### config.mk
export PLATFORM = sky130hd
export DESIGN_NAME = pdcs_csr
export DESIGN_NICKNAME = d
export VERILOG_FILES = /design/src/verilog/pdcs_pkg.sv /design/src/verilog/pdcs_w1c_flag.sv /design/src/verilog/pdcs_err_gate.sv /design/src/verilog/pdcs_csr.sv
export SDC_FILE = /design/constraint.sdc
export NUM_CORES = 1
export LEC_CHECK = 0
export BUFFER_PORTS_ARGS = -buffer_cell sky130_fd_sc_hd__buf_2
export CORE_UTILIZATION = 45
export CTS_BUF_LIST = sky130_fd_sc_hd__clkbuf_16
export DETAILED_ROUTE_END_ITERATION = 8
export MAX_ROUTING_LAYER = met4
export PLACE_DENSITY = 0.86
export SETUP_SLACK_MARGIN = 0.1
export SLEW_MARGIN = 5
export SYNTH_ARGS = -nofsm -noshare
export SYNTH_HDL_FRONTEND = slang
export SYNTH_HIERARCHICAL = 1
export SYNTH_SLANG_ARGS = --single-unit
### constraint.sdc
create_clock -name sys_clk_i -period 1.2 [get_ports sys_clk_i]
set_input_delay 0.06 -clock sys_clk_i [delete_from_list [all_inputs] [get_ports sys_clk_i]]
set_output_delay 0.06 -clock sys_clk_i [all_outputs]
set_load 0.005 [all_outputs]
### src/verilog/pdcs_pkg.sv
// Package for the device control and status register block.
// Assumes one 40 MHz core clock and configuration accesses on dword addresses.
package pdcs_pkg;

    // Register placement and reset image
    localparam logic [11:0] PDCS_CSR_OFFSET = 12'h0C8;
    localparam logic [31:0] PDCS_CSR_RESET = 32'h0000_2000;
    localparam int PDCS_DW_LSB = 2;

    // Field positions
    localparam int PDCS_RSVD_LSB = 22;
    localparam int PDCS_PEND_BIT = 21;
    localparam int PDCS_AUXSEEN_BIT = 20;
    localparam int PDCS_FLAG_LSB = 16;
    localparam int PDCS_RETRY_BIT = 15;
    localparam int PDCS_MRRS_LSB = 12;
    localparam int PDCS_NOSNOOP_BIT = 11;
    localparam int PDCS_AUXUSE_BIT = 10;
    localparam int PDCS_PHANTOM_BIT = 9;
    localparam int PDCS_WIDETAG_BIT = 8;
    localparam int PDCS_PAYLOAD_LSB = 5;
    localparam int PDCS_RELAXED_BIT = 4;
    localparam int PDCS_UR_REP_BIT = 3;
    localparam int PDCS_FATAL_REP_BIT = 2;
    localparam int PDCS_NONFATAL_REP_BIT = 1;
    localparam int PDCS_COR_REP_BIT = 0;
    localparam int PDCS_NUM_FLAGS = 4;

    // Flag index inside the error-detected nibble
    localparam int PDCS_FLAG_COR = 0;
    localparam int PDCS_FLAG_NONFATAL = 1;
    localparam int PDCS_FLAG_FATAL = 2;
    localparam int PDCS_FLAG_UR = 3;

    // Byte lanes
    localparam int PDCS_LANE_LOW = 0;
    localparam int PDCS_LANE_MID = 1;
    localparam int PDCS_LANE_FLAGS = 2;

    // Field reset values and hardwired values
    localparam logic [2:0] PDCS_MRRS_RESET = 3'h2;
    localparam logic [2:0] PDCS_PAYLOAD_RESET = 3'h0;
    localparam logic [2:0] PDCS_PAYLOAD_CAP = 3'h0;
    localparam logic PDCS_BIT_ZERO = 1'b0;

    typedef struct packed {
        logic valid;
        logic write;
        logic [11:0] addr;
        logic [3:0] be;
        logic [31:0] wdata;
    } pdcs_cfg_req_type;

    typedef struct packed {
        logic ack;
        logic [31:0] rdata;
    } pdcs_cfg_rsp_type;

    typedef struct packed {
        logic unsupported;
        logic fatal;
        logic nonfatal;
        logic correctable;
    } pdcs_err_evt_type;

    typedef struct packed {
        logic retry_allow;
        logic [2:0] read_request_limit;
        logic aux_supply_use_allow;
        logic [2:0] payload_limit;
        logic unsupported_request_report;
        logic fatal_error_report;
        logic nonfatal_error_report;
        logic correctable_error_report;
    } pdcs_ctrl_type;

    typedef struct packed {
        logic err_fatal;
        logic err_nonfatal;
        logic err_cor;
    } pdcs_msg_type;

endpackage

### src/verilog/pdcs_w1c_flag.sv
// One sticky error-detected flag, cleared by a write of one.
// Assumes set and clear are single-cycle qualifiers in the core clock domain.
`timescale 1ns/10ps
`default_nettype none
module pdcs_w1c_flag
    import pdcs_pkg::*;
(
    // Clock and reset
    input wire logic sys_clk_i,
    input wire logic arst_n_i,
    input wire logic clk_en_i,
    // Control
    input wire logic set_i,
    input wire logic clr_i,
    // State
    output logic flag_o
);
    logic flag_reg;
    logic flag_next;

    // Set wins over a simultaneous clear
    always_comb
    begin
        flag_next = set_i | (flag_reg & ~clr_i);
    end

    always_ff @(posedge sys_clk_i or negedge arst_n_i)
    begin
        if (!arst_n_i)
            flag_reg <= PDCS_BIT_ZERO;
        else if (clk_en_i)
            flag_reg <= flag_next;
    end

    assign flag_o = flag_reg;
endmodule
`default_nettype wire

### src/verilog/pdcs_err_gate.sv
// Error message gating from detected events and reporting enables.
// Assumes the message sender takes a one-cycle request pulse.
`timescale 1ns/10ps
`default_nettype none
module pdcs_err_gate
    import pdcs_pkg::*;
(
    // Clock and reset
    input wire logic sys_clk_i,
    input wire logic arst_n_i,
    input wire logic clk_en_i,
    // Causes
    input wire pdcs_err_evt_type evt_i,
    input wire pdcs_ctrl_type ctrl_i,
    input wire logic sys_err_allow_i,
    // Requests
    output pdcs_msg_type msg_o
);
    pdcs_msg_type msg_reg;
    pdcs_msg_type msg_next;

    always_comb
    begin
        msg_next.err_cor = evt_i.correctable & ctrl_i.correctable_error_report;
        msg_next.err_nonfatal = (evt_i.nonfatal & (ctrl_i.nonfatal_error_report
            | sys_err_allow_i)) | (evt_i.unsupported & ctrl_i.unsupported_request_report
            & (ctrl_i.nonfatal_error_report | sys_err_allow_i));
        msg_next.err_fatal = evt_i.fatal & (ctrl_i.fatal_error_report
            | sys_err_allow_i);
    end

    always_ff @(posedge sys_clk_i or negedge arst_n_i)
    begin
        if (!arst_n_i)
            msg_reg <= '0;
        else if (clk_en_i)
            msg_reg <= msg_next;
    end

    assign msg_o = msg_reg;
endmodule
`default_nettype wire

### src/verilog/pdcs_csr.sv
// Device control and status register of the PCIe capability structure.
// Assumes configuration requests arrive synchronous to sys_clk_i, one per cycle at most.
`timescale 1ns/10ps
`default_nettype none
module pdcs_csr
    import pdcs_pkg::*;
(
    // Clock, enable and reset
    input wire logic sys_clk_i,
    input wire logic arst_n_i,
    input wire logic clk_en_i,
    // Configuration access from the upstream side
    input wire pdcs_cfg_req_type cfg_req_i,
    output pdcs_cfg_rsp_type cfg_rsp_o,
    // Bridge status inputs
    input wire pdcs_err_evt_type err_evt_i,
    input wire logic nonposted_outstanding_i,
    input wire logic aux_supply_seen_i,
    input wire logic sys_err_allow_i,
    // Control towards the bridge
    output pdcs_ctrl_type ctrl_o,
    output logic [2:0] payload_effective_o,
    output pdcs_msg_type msg_o
);

    // Decoding used by both read and write paths
    function automatic logic csr_hit(input logic [11:0] addr);
        csr_hit = (addr[11:PDCS_DW_LSB] == PDCS_CSR_OFFSET[11:PDCS_DW_LSB]);
    endfunction

    function automatic logic lane_written(input pdcs_cfg_req_type req, input int lane);
        lane_written = req.valid & req.write & csr_hit(req.addr) & req.be[lane];
    endfunction

    logic wr_low;
    logic wr_mid;
    logic wr_flags;
    pdcs_ctrl_type ctrl_reg;
    pdcs_ctrl_type ctrl_next;
    logic pend_reg;
    logic aux_seen_reg;
    logic [PDCS_NUM_FLAGS-1:0] flag_set;
    logic [PDCS_NUM_FLAGS-1:0] flag_clr;
    logic [PDCS_NUM_FLAGS-1:0] flag_vec;
    logic [31:0] csr_image;
    pdcs_cfg_rsp_type rsp_reg;
    pdcs_cfg_rsp_type rsp_next;
    logic [2:0] payload_eff_reg;

    assign wr_low = lane_written(cfg_req_i, PDCS_LANE_LOW);
    assign wr_mid = lane_written(cfg_req_i, PDCS_LANE_MID);
    assign wr_flags = lane_written(cfg_req_i, PDCS_LANE_FLAGS);

    // Writable control fields; lane 3 holds only reserved bits
    always_comb
    begin
        ctrl_next = ctrl_reg;
        if (wr_mid)
        begin
            ctrl_next.retry_allow = cfg_req_i.wdata[PDCS_RETRY_BIT];
            ctrl_next.read_request_limit =
                cfg_req_i.wdata[PDCS_MRRS_LSB +: 3];
            ctrl_next.aux_supply_use_allow = cfg_req_i.wdata[PDCS_AUXUSE_BIT];
        end
        if (wr_low)
        begin
            ctrl_next.payload_limit = cfg_req_i.wdata[PDCS_PAYLOAD_LSB +: 3];
            ctrl_next.unsupported_request_report =
                cfg_req_i.wdata[PDCS_UR_REP_BIT];
            ctrl_next.fatal_error_report = cfg_req_i.wdata[PDCS_FATAL_REP_BIT];
            ctrl_next.nonfatal_error_report =
                cfg_req_i.wdata[PDCS_NONFATAL_REP_BIT];
            ctrl_next.correctable_error_report =
                cfg_req_i.wdata[PDCS_COR_REP_BIT];
        end
    end

    always_ff @(posedge sys_clk_i or negedge arst_n_i)
    begin
        if (!arst_n_i)
        begin
            ctrl_reg <= '0;
            ctrl_reg.read_request_limit <= PDCS_MRRS_RESET;
            ctrl_reg.payload_limit <= PDCS_PAYLOAD_RESET;
        end
        else if (clk_en_i)
            ctrl_reg <= ctrl_next;
    end

    // Live status sampled each cycle that clk_en_i is high
    always_ff @(posedge sys_clk_i or negedge arst_n_i)
    begin
        if (!arst_n_i)
        begin
            pend_reg <= PDCS_BIT_ZERO;
            aux_seen_reg <= PDCS_BIT_ZERO;
        end
        else if (clk_en_i)
        begin
            pend_reg <= nonposted_outstanding_i;
            aux_seen_reg <= aux_supply_seen_i;
        end
    end

    // Flags set on events whatever the reporting enables say
    assign flag_set[PDCS_FLAG_UR] = err_evt_i.unsupported;
    assign flag_set[PDCS_FLAG_FATAL] = err_evt_i.fatal;
    assign flag_set[PDCS_FLAG_NONFATAL] = err_evt_i.nonfatal;
    assign flag_set[PDCS_FLAG_COR] = err_evt_i.correctable;

    generate
        for (genvar i = 0; i < PDCS_NUM_FLAGS; i++)
        begin : g_flag
            assign flag_clr[i] = wr_flags & cfg_req_i.wdata[PDCS_FLAG_LSB + i];
            pdcs_w1c_flag u_flag (
                .sys_clk_i(sys_clk_i),
                .arst_n_i(arst_n_i),
                .clk_en_i(clk_en_i),
                .set_i(flag_set[i]),
                .clr_i(flag_clr[i]),
                .flag_o(flag_vec[i])
            );
        end
    endgenerate

    // Read image; hardwired bits stay zero
    always_comb
    begin
        csr_image = '0;
        csr_image[PDCS_PEND_BIT] = pend_reg;
        csr_image[PDCS_AUXSEEN_BIT] = aux_seen_reg;
        csr_image[PDCS_FLAG_LSB +: PDCS_NUM_FLAGS] = flag_vec;
        csr_image[PDCS_RETRY_BIT] = ctrl_reg.retry_allow;
        csr_image[PDCS_MRRS_LSB +: 3] = ctrl_reg.read_request_limit;
        csr_image[PDCS_NOSNOOP_BIT] = PDCS_BIT_ZERO;
        csr_image[PDCS_AUXUSE_BIT] = ctrl_reg.aux_supply_use_allow;
        csr_image[PDCS_PHANTOM_BIT] = PDCS_BIT_ZERO;
        csr_image[PDCS_WIDETAG_BIT] = PDCS_BIT_ZERO;
        csr_image[PDCS_PAYLOAD_LSB +: 3] = ctrl_reg.payload_limit;
        csr_image[PDCS_RELAXED_BIT] = PDCS_BIT_ZERO;
        csr_image[PDCS_UR_REP_BIT] = ctrl_reg.unsupported_request_report;
        csr_image[PDCS_FATAL_REP_BIT] = ctrl_reg.fatal_error_report;
        csr_image[PDCS_NONFATAL_REP_BIT] = ctrl_reg.nonfatal_error_report;
        csr_image[PDCS_COR_REP_BIT] = ctrl_reg.correctable_error_report;
    end

    // Every request with clk_en_i high acknowledged next cycle; other offsets read zero
    always_comb
    begin
        rsp_next.ack = cfg_req_i.valid;
        rsp_next.rdata = '0;
        if (cfg_req_i.valid && !cfg_req_i.write && csr_hit(cfg_req_i.addr))
            rsp_next.rdata = csr_image;
    end

    always_ff @(posedge sys_clk_i or negedge arst_n_i)
    begin
        if (!arst_n_i)
            rsp_reg <= '0;
        else if (clk_en_i)
            rsp_reg <= rsp_next;
    end

    // Payload in use never exceeds the supported capability
    always_ff @(posedge sys_clk_i or negedge arst_n_i)
    begin
        if (!arst_n_i)
            payload_eff_reg <= PDCS_PAYLOAD_CAP;
        else if (clk_en_i)
            payload_eff_reg <= PDCS_PAYLOAD_CAP;
    end

    pdcs_err_gate u_gate (
        .sys_clk_i(sys_clk_i),
        .arst_n_i(arst_n_i),
        .clk_en_i(clk_en_i),
        .evt_i(err_evt_i),
        .ctrl_i(ctrl_reg),
        .sys_err_allow_i(sys_err_allow_i),
        .msg_o(msg_o)
    );

    assign cfg_rsp_o = rsp_reg;
    assign ctrl_o = ctrl_reg;
    assign payload_effective_o = payload_eff_reg;

    logic past_valid_reg;
    always_ff @(posedge sys_clk_i or negedge arst_n_i)
    begin
        if (!arst_n_i)
            past_valid_reg <= PDCS_BIT_ZERO;
        else
            past_valid_reg <= 1'b1;
    end
endmodule
`default_nettype wire

* Yosys cells after proc, flatten, opt, wreduce, memory -nomap -nowiden
Index checks and enable logic that the tools add are counted.
** Word-level totals
- Flip-flop bits (word level) :: 54
- Input bits :: 60
- Output and inout port bits :: 51
- Logic and storage cells :: 55
** Operators by class
- Equal/unequal tests :: 1
- Muxes and demuxes :: 1
- Bitwise gates (word level) :: 29
- Reductions and logical operators :: 5
** Operator list (count)
- $mux 22 :: 1
- $and 1x1->1 :: 18
- $eq 10x6->1 const B :: 1
- $or 1x1->1 :: 7
- $not 1->1 :: 4
- $reduce_and 2->1 :: 2
- $logic_and 1x1->1 :: 2
- $logic_not 1->1 :: 1

* Logic depth before layout (Yosys ltp)
Gate-level depths: netlist of run 1.
- Word-level depth :: 7
- Mapped depth :: 6
- Mapped depth without buffers :: 5

* Cells and area by module
Netlist of run 1, hierarchy kept.
** By module, submodules not included
- pdcs_csr :: instances 1, cells each 159, area each 1717.9 sq um, seq. area each 827.0 sq um
- pdcs_w1c_flag :: instances 4, cells each 3, area each 37.5 sq um, seq. area each 25.0 sq um
- pdcs_err_gate :: instances 1, cells each 13, area each 125.1 sq um, seq. area each 75.1 sq um

* Worst setup path before layout of run 1
OpenSTA, ideal clock, no wires.
- Path type :: input -> register
- Start :: input port cfg_req_i[45] (netlist name)
- End :: register rsp_reg, in the netlist cfg_rsp_o[0]
- Setup time :: 0.081 ns
- Data arrival time :: 1.533 ns
- Data required time :: 1.119 ns
- Slack :: -0.414 ns
- Stages :: 5
- Path buffers :: 2
- Cells stage by stage :: or4_4 -> or4_1 -> buf_6 -> buf_12 -> o22ai_2
** Between the ends
- Cells in the longest elaborated chain, start to end :: 3
** Ends and longest elaborated chain
- from (decl) :: RTL line pdcs_csr.sv:13 : input wire pdcs_cfg_req_type cfg_req_i,
- $eq 10x6->1 :: RTL line pdcs_csr.sv:28 : csr_hit = (addr[11:PDCS_DW_LSB] == PDCS_CSR_OFFSET[11:PDCS_DW_LSB]);
- $logic_and 1x1->1 :: RTL line pdcs_csr.sv:152 : if (cfg_req_i.valid && !cfg_req_i.write && csr_hit(cfg_req_i.addr))
- $mux 22 :: RTL line pdcs_csr.sv:152
- to (signal assigned) :: RTL line pdcs_csr.sv:161 : rsp_reg <= rsp_next;
- to (decl) :: RTL line pdcs_csr.sv:46 : pdcs_cfg_rsp_type rsp_reg;
Every way passes these cells.
A chain may end at the register's enable or synchronous reset.

* Final worst setup path of run 1
- Start :: input port cfg_req_i[47] (netlist name)
- End :: register ctrl_reg, in the netlist ctrl_o[5]
** Between the ends
- Cells in the longest elaborated chain, start to end :: 4
** Ends and longest elaborated chain
- $eq 10x6->1 :: RTL line pdcs_csr.sv:28
- $and 1x1->1 (2 in a row) :: RTL line pdcs_csr.sv:32 : lane_written = req.valid & req.write & csr_hit(req.addr) & req.be[lane];
- $reduce_and 2->1 (no line)
- to (signal assigned) :: RTL line pdcs_csr.sv:87 : ctrl_reg <= ctrl_next;
- to (decl) :: RTL line pdcs_csr.sv:38 : pdcs_ctrl_type ctrl_reg;
Every way passes these cells.

==> results.py, run 1 <==
metrics = {
    "place": {
        "dp_hpwl_um": 2790,
        "numPortBuffers": 74,
        "place_congestion": 0.713,
        "placed_area_um2": 2330,
    },
    "power": {
        "powerDensity_nw_per_um2": 1090,
        "ir_drop_mv": 0.724,
        "p_leak_nw": 1.33,
    },
    "status": {
        "outcome": "complete, but fails checks",
        "failed_checks": "setup timing",
    },
    "global_route": {
        "grt_pass1_vias": 1233,
        "grt_use_total_pct": 18.5,
        "antenna_found_initial": 0,
        "grt_overflow": 0,
        "grt_max_degree": 37,
        "grt_pass1_wl_um": 6000,
    },
    "finish": {
        "area_delta_synth_final_pct": 28.5,
        "register_area_um2": 1000,
        "finalCoreUtilization_pct": 62.2,
        "largest_reg_flops": 19,
        "nets": 319,
        "multi_input_area_um2": 733,
        "drive_gt1_share_pct": 46.9,
        "fin_area_um2": 2560,
        "n_antenna_cell": 0,
        "fillers": 336,
    },
    "critical_path": {
        "required_ps": 1360,
        "critical_path_peak_fanout": 7,
        "reg2reg_to": "ctrl_o[3]",
        "start_kind": "input port",
        "critPathKind": "in2reg",
        "reg2regPathDepth": 1,
        "r2r-start": "ctrl_o[3]",
        "r2r_slack_ps": 380,
        "worst_setup_path_end_kind": "register",
        "cp.arrival_ps": 1530,
    },
    "detailed_routing": {
        "drc": 0,
        "wirelength_um": 4080,
        "viasPerCell": 4.64,
        "antenna_left": 0,
        "first_pass_iters": 4,
        "vias": 1437,
        "drt_iter0_drc": 92,
        "wl_per_cell_um": 13.2,
    },
    "sta": {
        "fin_hold_ws_ps": 12.7,
        "rsz0062_at_grt": "true",
        "hold_viol_final": 0,
        "setup_viol": 30,
        "worst_slack_ps": -171,
        "final.period_utilization_pct": 114,
        "max_freq_mhz": 729,
        "period_minus_slack_ps": 1370,
        "fin_skew_ps": 1.14,
        "finalMaxSlewViolations": 0,
    },
    "clock_network": {
        "root_buffer": "clkbuf_16",
        "clk_latency_ps": 270,
        "cts_buffer_depth": 2,
        "cts_tree": "built",
        "path_clk_slew_ps": 50,
        "cts_buffers": 5,
        "clkSinkCount": 40,
        "htreeDepth": 2,
    },
    "yosys": {
        "ys_seq_elements": 40,
        "yosysWarningCount": 6,
        "async_flop_share_pct": 100,
        "synth_area_um2": 1990,
        "synth_seq_area_share_pct": 50.3,
        "yosysUniqueCellTypes": 28,
        "synth.avg_cell_area_um2": 10.8,
        "synth_edf_count": 0,
        "synth_flop_cell": "dfrtp_1",
        "netlist_instances": 184,
    },
    "die": {
        "die_y_um": 68.6,
        "die_x_um": 68.6,
        "rows": 23,
        "die_area_um2": 4700,
        "core_area_um2": 4120,
        "num_io_pins": 111,
        "start_util_pct": 48.4,
    },
    "hold_path": {
        "worstHoldPathCells": 3,
        "hp-start": "nonposted_outstanding_i",
        "holdPathEnd": "pend_reg",
        "min_path_type": "in2reg",
    },
    "flow_run": {
        "max-cap-violations": 0,
    },
}
[report_power, final]
| part | leakage, nW | switching (mW) | internal [mW] |
|---|---|---|---|
| Combinational | 0.731 | 0.126 | 0.0907 |
| Sequential | 0.527 | 0.00652 | 1.37 |
| Clock | 0.0738 | 0.456 | 0.746 |
| Total | 1.33 | 0.588 | 2.20 |
[cell usage in the layout (no fill, tap or decap)]
cell | netlist | routed
or2_4 | 0 | 1
o211ai_1 | 1 | 1
nand3_1 | 1 | 1
nand3b_1 | 1 | 1
buf_12 | 1 | 1
conb_1 | 1 | 17
a21oi_1 | 1 | 1
or4_4 | 1 | 4
nor4_2 | 0 | 2
mux2_4 | 0 | 12
nand4bb_1 | 1 | 1
inv_1 | 39 | 41
o21ai_1 | 1 | 1
clkbuf_16 | 0 | 5
nand2_1 | 11 | 11
buf_6 | 1 | 2
buf_4 | 29 | 7
o22ai_1 | 9 | 8
nand4_1 | 2 | 2
nor4_1 | 4 | 2
dlygate4sd3_1 | 0 | 2
nor4_4 | 2 | 2
dfstp_2 | 1 | 1
clkinv_1 | 0 | 1
nand2b_1 | 1 | 1
buf_2 | 0 | 73
dfrtp_1 | 39 | 39
o21ai_0 | 4 | 4
mux2_2 | 13 | 1
o22ai_2 | 10 | 11
a22o_1 | 4 | 4
[per-stage QoR]
step / std cells / worst slack, ps / setup TNS, ps / total power, mW
2_1_floorplan: 200 / -286 / -8060 / 1.50
3_3_place_gp: 297 / -387 / -11970 / 1.59
3_5_place_dp: 297 / -430 / -12540 / 1.60
4_1_cts: 310 / -116 / -2300 / 2.82
5_1_grt: 310 / -199 / -4370 / 2.92
6_report: 310 / -171 / -3690 / 2.79
[area by class of cell]
class / count / share of cell area (%)
clock inverter: 3 / 0.440
sequential: 40 / 39.1
tap: 50 / 2.44
inverter: 39 / 5.72
clock buffer: 5 / 4.89
multi-input combinational: 88 / 28.6
timing repair buffer: 85 / 18.8
[layer usage]
| layer | vias to the layer above | global-route usage, % | part of all wire [%] |
|---|---|---|---|
| met5 | - | - | 0 |
| met4 | 0 | 6.25 | 0.98 |
| met3 | 4 | 4.11 | 4.6 |
| met2 | 48 | 28.2 | 49 |
| met1 | 665 | 24.3 | 45 |
| li1 | 720 | - | - |
[critical path, cell delays in order]
cell and delay, ps:
buf_6 90, or4_4 600, nor4_4 290, buf_12 180
mux2_4 300
[cells by family after synthesis]
| kind of cell | count (synthesis) | share of synthesized area (%) |
|---|---|---|
| DFF | 40 | 50.3 |
| buffers and inverters | 74 | 20.6 |
| other | 1 | 0.188 |
| muxes | 13 | 7.34 |
| AOI/OAI and AO/OA | 30 | 12.7 |
| and+or+nand+nor | 26 | 8.85 |
[repair_timing]
action                                 in CTS  in global routing
buffers inserted                            1                  0
cloned                                      2                  0
pin swaps                                   5                  3
gates resized for setup                    10                  2
hold buffers                                2                  0
endpoints found under the hold margin      22                  0
setup endpoints to repair                  34                 34
[cells in the mapped netlist (all sizes together), types with 2 or more instances]
cell / n / area share (%)
or4: 2 / 0.94
buf: 33 / 13
nand4: 2 / 0.63
o21ai: 5 / 1.3
o22ai: 19 / 9.1
nand2: 11 / 2.1
clkbuf: 2 / 0.38
nor4: 6 / 3.4
dfrtp: 39 / 49
mux2: 13 / 7.3
inv: 39 / 7.3
a22o: 4 / 1.8
[worst max-delay path by stage]
| stage | startpoint | slack [ps] | end | cells after the start |
|---|---|---|---|---|
| after floorplan | cfg_req_i[46] | -290 | ctrl_o[2] | 3 |
| after global placement | cfg_req_i[46] | -390 | g_flag[0].u_flag/flag_o | 6 |
| after detailed placement | cfg_req_i[46] | -430 | cfg_rsp_o[13] | 4 |
| after CTS | cfg_req_i[47] | -120 | g_flag[0].u_flag/flag_o | 6 |
| after global routing | cfg_req_i[47] | -200 | g_flag[0].u_flag/flag_o | 6 |
| final | cfg_req_i[47] | -170 | ctrl_o[5] | 5 |
Note: power is estimated with default switching activity, not from simulation.
==> inputs of run 2 (changes only) <==
Settings changed: GPL_TIMING_DRIVEN set to 0, SKIP_CTS_REPAIR_TIMING set to 1.
==> run 2 against run 1 <==
Compared with the run above: the flow finishes with violations (hold timing, setup timing); first-iteration DRC count decreased by 24%; critical path depth is the same; final area grew 7.5%; sequential share of layout area is 2.7 points lower; critical endpoint is now ctrl_o[2].
==> results.py, run 2 (same netlist as run 1, synthesis figures left out) <==
metrics = {
    "status": {
        "outcome": "complete, but fails checks",
        "failed_checks": "hold timing, setup timing",
    },
    "critical_path": {
        "critPathSlowestCell": "or4_4",
        "reg2reg_to": "ctrl_o[0]",
        "cp.buffers_inverters": 2,
        "cp_cell_sequence": "buf_6 > or4_4 > nor4_4 > buf_12 > mux2_4",
        "r2r-start": "ctrl_o[0]",
        "required_ps": 1360,
        "worst_setup_path_end_kind": "register",
        "cp.arrival_ps": 1520,
        "critPathKind": "in2reg",
        "r2r_slack_ps": 390,
        "reg2regPathDepth": 1,
        "critical_path_peak_fanout": 7,
        "start_kind": "input port",
        "slowest_delay_ps": 570,
        "critPathTopFamily": "simple AND/OR/NAND/NOR gates",
    },
    "die": {
        "start_util_pct": 48.4,
        "die_y_um": 68.6,
        "core_area_um2": 4120,
        "die_area_um2": 4700,
        "die_x_um": 68.6,
        "num_io_pins": 111,
        "rows": 23,
    },
    "global_route": {
        "grt_max_degree": 41,
        "grt_use_total_pct": 18.3,
        "grt_pass1_wl_um": 5910,
        "grt_overflow": 0,
        "antenna_found_initial": 0,
        "grt_pass1_vias": 1319,
    },
    "hold_path": {
        "min_path_type": "in2async",
    },
    "sta": {
        "setup_viol": 34,
        "slew_headroom_pct": 41.7,
        "final.period_utilization_pct": 114,
        "finalMaxSlewViolations": 0,
        "period_minus_slack_ps": 1370,
        "hold_viol_final": 39,
        "tightest_slew_ps": 874,
        "worst_slack_ps": -165,
        "max_freq_mhz": 733,
        "fin_hold_ws_ps": -98.5,
        "rsz0062_at_grt": "true",
        "fin_skew_ps": 5.51,
    },
    "finish": {
        "finalNonFillerCells": 334,
        "layout_common_cells": "buf_2 (72), inv_1 (41), dfrtp_1 (39)",
        "fillers": 328,
        "nets": 343,
        "area_delta_synth_final_pct": 38.1,
        "largest_reg_flops": 19,
        "drive_gt1_share_pct": 52.1,
        "n_antenna_cell": 0,
        "multi_input_area_um2": 717,
        "register_area_um2": 1000,
        "layout_commonest_cell": "buf_2",
        "finalCoreUtilization_pct": 66.9,
    },
    "clock_network": {
        "cts_buffer_depth": 2,
        "root_buffer": "clkbuf_16",
        "cts_tree": "built",
        "htreeDepth": 2,
        "path_clk_slew_ps": 50,
        "clkSinkCount": 40,
        "clk_latency_ps": 280,
        "cts_buffers": 5,
    },
    "detailed_routing": {
        "drc": 0,
        "vias": 1498,
        "first_pass_iters": 4,
        "viasPerCell": 4.49,
        "antenna_left": 0,
        "drt_iter0_drc": 70,
        "wirelength_um": 3970,
        "wl_per_cell_um": 11.9,
    },
    "flow_run": {
        "max-cap-violations": 0,
    },
    "place": {
        "dp_hpwl_um": 3020,
        "numPortBuffers": 74,
        "place_congestion": 0.773,
        "dp_slack_ps": -853,
        "dp_cells": 324,
    },
    "power": {
        "p_comb_share_pct": 8.4,
        "p_int_mw": 2.23,
        "ir_drop_mv": 0.712,
        "switching_share_pct": 21.4,
        "powerDensity_nw_per_um2": 1030,
        "pwr-share-seq_pct": 48.4,
        "power.total_mw": 2.84,
        "p_leak_nw": 1.48,
        "p_switching_mw": 0.608,
        "power_frac_clock_pct": 43.2,
    },
}
run 2: cell types whose count changed in the layout (fill, tap and decap cells not counted), moves of 2 or more:
cell / previous run / this run
buf_4: 7 / 29
buf_6: 2 / 5
dlygate4sd3_1: 2 / 0
nor4_1: 2 / 0
nor4_2: 2 / 4
or4_4: 4 / 2
run 2: cell type report:
type | count | share of cell area [%]
sequential | 40 | 36.4
multi-input combinational | 86 | 26.0
timing repair buffer | 76 | 15.0
buffer | 35 | 9.91
inverter | 39 | 5.32
clock buffer | 5 | 4.55
tap | 50 | 2.27
clock inverter | 3 | 0.455
run 2: per-stage QoR:
step	cell area, um^2	TNS [ps]
floorplan	2090	-8060
global placement	2520	-19300
finish	2750	-3540
CTS	2660	-9970
global route	2750	-4560
detailed placement	2520	-19840
run 2: worst max path at each step:
stage,startpoint,endpoint,slack [ps],depth (start not counted)
floorplan,cfg_req_i[46],ctrl_o[2],-290,3
global placement,clk_en_i,ctrl_o[2],-850,5
detailed placement,clk_en_i,ctrl_o[6],-850,5
CTS,clk_en_i,ctrl_o[2],-580,5
global route,cfg_req_i[45],cfg_rsp_o[18],-190,6
finish,cfg_req_i[45],ctrl_o[2],-170,5
run 2: routing by layer:
metal / wire length, um / GRT usage [%]
met1: 1720 / 20.9
met2: 2010 / 31.4
met3: 189 / 4.11
met4: 51 / 6.25
met5: 0 / -
run 2: power groups by stage:
| stage | sequential, mW | clock, mW | combinational (mW) |
|---|---|---|---|
| after floorplan | 1.40 | 0 | 0.108 |
| after global placement | 1.40 | 0 | 0.228 |
| after detailed placement | 1.40 | 0 | 0.230 |
| after CTS | 1.37 | 1.25 | 0.231 |
| after global routing | 1.37 | 1.32 | 0.270 |
| final | 1.37 | 1.23 | 0.239 |
==> inputs of run 3 (changes only) <==
Settings changed: ABC_AREA set to 1.
==> run 3 against run 2 <==
Compared with the run above: the run ends with hold timing left; non-clock buffer count up 2; first-iteration DRC count up 77%; synthesized cell count grew 29%; flip-flop and latch count is the same; via count rose by 19%; final area is 4.2% lower; critical path type is now reg2out; critical endpoint is now ctrl_o[9]; largest power group unchanged; highest routed layer unchanged.
==> results.py, run 3 <==
metrics = {
    "status": {
        "outcome": "complete, but fails checks",
        "failed_checks": "hold timing",
    },
    "power": {
        "powerDensity_nw_per_um2": 1080,
        "ir_drop_mv": 0.690,
        "power.total_mw": 2.85,
        "p_leak_nw": 1.57,
    },
    "place": {
        "place_congestion": 0.752,
        "numPortBuffers": 74,
        "dp_hpwl_um": 3380,
        "dp_cells": 377,
    },
    "sta": {
        "tightest_slew_ps": 853,
        "max_freq_mhz": 939,
        "fin_hold_ws_ps": -105,
        "fin_skew_ps": 3.66,
        "setup_viol": 0,
        "finalMaxSlewViolations": 0,
        "slew_headroom_pct": 43.1,
        "final.period_utilization_pct": 88.7,
        "setup_tns_ps": 0,
        "rsz0062_at_grt": "false",
        "hold_viol_final": 40,
        "period_minus_slack_ps": 1060,
    },
    "yosys": {
        "synth_top_family_by_area": "simple AND/OR/NAND/NOR gates",
        "synth.avg_cell_area_um2": 8.34,
        "yosysTopAreaCellShare_pct": 49.4,
        "async_flop_share_pct": 100,
        "synth_seq_area_share_pct": 50.7,
        "synth_commonest_cells": "nand2_1 (96), dfrtp_1 (39), buf_4 (30)",
        "synth_top_cell_by_area": "dfrtp_1",
        "netlist_instances": 237,
        "synth_area_um2": 1980,
        "synth_xor_area_share_pct": 0,
        "synth.area.top_cells": "dfrtp_1 (49%), nand2_1 (18%), buf_4 (11%)",
        "synth_compound_area_share_pct": 6.96,
        "synth_edf_count": 0,
        "synthSimpleGateAreaFrac_pct": 26.8,
        "muxShareOfSynthArea_pct": 0,
        "yosysWarningCount": 6,
        "ys_seq_elements": 40,
        "yosysUniqueCellTypes": 16,
        "synth.most_common_cell": "nand2_1",
        "synth_flop_cell": "dfrtp_1",
        "synth_fa_ha_area_share_pct": 0,
    },
    "clock_network": {
        "htreeDepth": 2,
        "root_buffer": "clkbuf_16",
        "cts_buffer_depth": 2,
        "path_clk_slew_ps": 50,
        "clk_latency_ps": 280,
        "cts_buffers": 5,
        "cts_tree": "built",
        "clkSinkCount": 40,
    },
    "global_route": {
        "grt_use_total_pct": 22.1,
        "grt_pass1_vias": 1741,
        "grt_max_degree": 41,
        "grt_pass1_wl_um": 7300,
        "grt_overflow": 0,
        "antenna_found_initial": 0,
    },
    "critical_path": {
        "cp.arrival_ps": 1000,
        "reg2regPathDepth": 4,
        "r2r_slack_ps": 300,
        "start_kind": "register",
        "crit_path_end": "ctrl_o[9]",
        "r2r-start": "ctrl_o[1]",
        "required_ps": 1140,
        "worst_setup_path_end_kind": "primary output",
        "cp-startpoint": "ctrl_o[9]",
        "reg2reg_to": "u_gate/msg_o[1]",
        "critPathKind": "reg2out",
        "critical_path_peak_fanout": 3,
    },
    "finish": {
        "drive_gt1_share_pct": 37.6,
        "fillers": 367,
        "largest_reg_flops": 19,
        "n_antenna_cell": 0,
        "finalCoreUtilization_pct": 64.1,
        "area_delta_synth_final_pct": 33.4,
        "layout_common_cells": "nand2_1 (96), buf_2 (74), dfrtp_1 (39)",
        "layout_commonest_cell": "nand2_1",
        "nets": 397,
        "finalNonFillerCells": 388,
    },
    "detailed_routing": {
        "vias": 1786,
        "antenna_left": 0,
        "viasPerCell": 4.60,
        "wirelength_um": 4550,
        "drc": 0,
        "first_pass_iters": 4,
        "wl_per_cell_um": 11.7,
        "drt_iter0_drc": 124,
    },
    "die": {
        "num_io_pins": 111,
        "core_area_um2": 4120,
        "rows": 23,
        "start_util_pct": 48.0,
        "die_area_um2": 4660,
        "die_y_um": 68.3,
        "die_x_um": 68.3,
    },
    "hold_path": {
        "min_path_type": "in2async",
    },
    "flow_run": {
        "max-cap-violations": 0,
    },
}
-- run 3: cell types whose count changed after synthesis, sizes merged, moves of 5 or more --
| cell | delta |
|---|---|
| mux2 | -13 |
| nand2 | +86 |
| o21ai | +15 |
| nand3 | +5 |
| inv | -26 |
| o22ai | -19 |
| nor2 | +12 |
| nand4 | +10 |
| nor4 | -6 |
-- run 3: layer usage --
layer / vias up / part of all wire [%] / GRT usage, %
li1: 899 / - / -
met1: 813 / 42 / 25.1
met2: 67 / 51 / 36.9
met3: 7 / 5.1 / 4.17
met4: 0 / 1.5 / 11.5
met5: - / 0 / -
-- run 3: per-stage QoR --
step	setup WS, ps	instance area (um^2)
floorplan	270	2040
global placement	2.54	2470
detailed placement	-21.3	2470
CTS	126	2610
global route	104	2640
finish	136	2640
-- run 3: worst max-delay path, stage by stage, from the launching register on --
cell and delay [ps]:
dfstp_2 540, buf_4 100, buf_2 90
-- run 3: how the worst min path moves through the flow --
stage / end / slack (ps) / cells after the start
finish: ctrl_o[7] / -110 / 1
global route: cfg_rsp_o[15] / -20 / 1
CTS: g_flag[2].u_flag/flag_o / -70 / 1
detailed placement: ctrl_o[11] / 230 / 1
global placement: ctrl_o[7] / 220 / 1
floorplan: aux_seen_reg / -240 / 0
-- run 3: cell type report --
class,count,area [um^2],share of cell area (%)
plain buffers,36,255,9.68
clock buffers,5,125,4.75
clock inverters,3,11.3,0.427
inverters,13,48.8,1.85
multi-input cells,164,736,27.9
flip-flops and latches,40,1000,38.0
well taps,50,62.6,2.37
repair buffers,77,395,15.0
-- run 3: cell families after synthesis --
family | Yosys count
AO/OA/AOI/OAI | 20
flip-flops | 40
other | 1
AND/OR/NAND/NOR | 127
buffers and inverters | 49
-- run 3: where the power goes --
part / leakage, nW / total [mW] / switching [mW] / internal (mW)
logic: 0.974 / 0.257 / 0.145 / 0.112
clock network: 0.0738 / 1.22 / 0.470 / 0.746
registers: 0.527 / 1.38 / 0.00992 / 1.37
total: 1.57 / 2.85 / 0.625 / 2.22
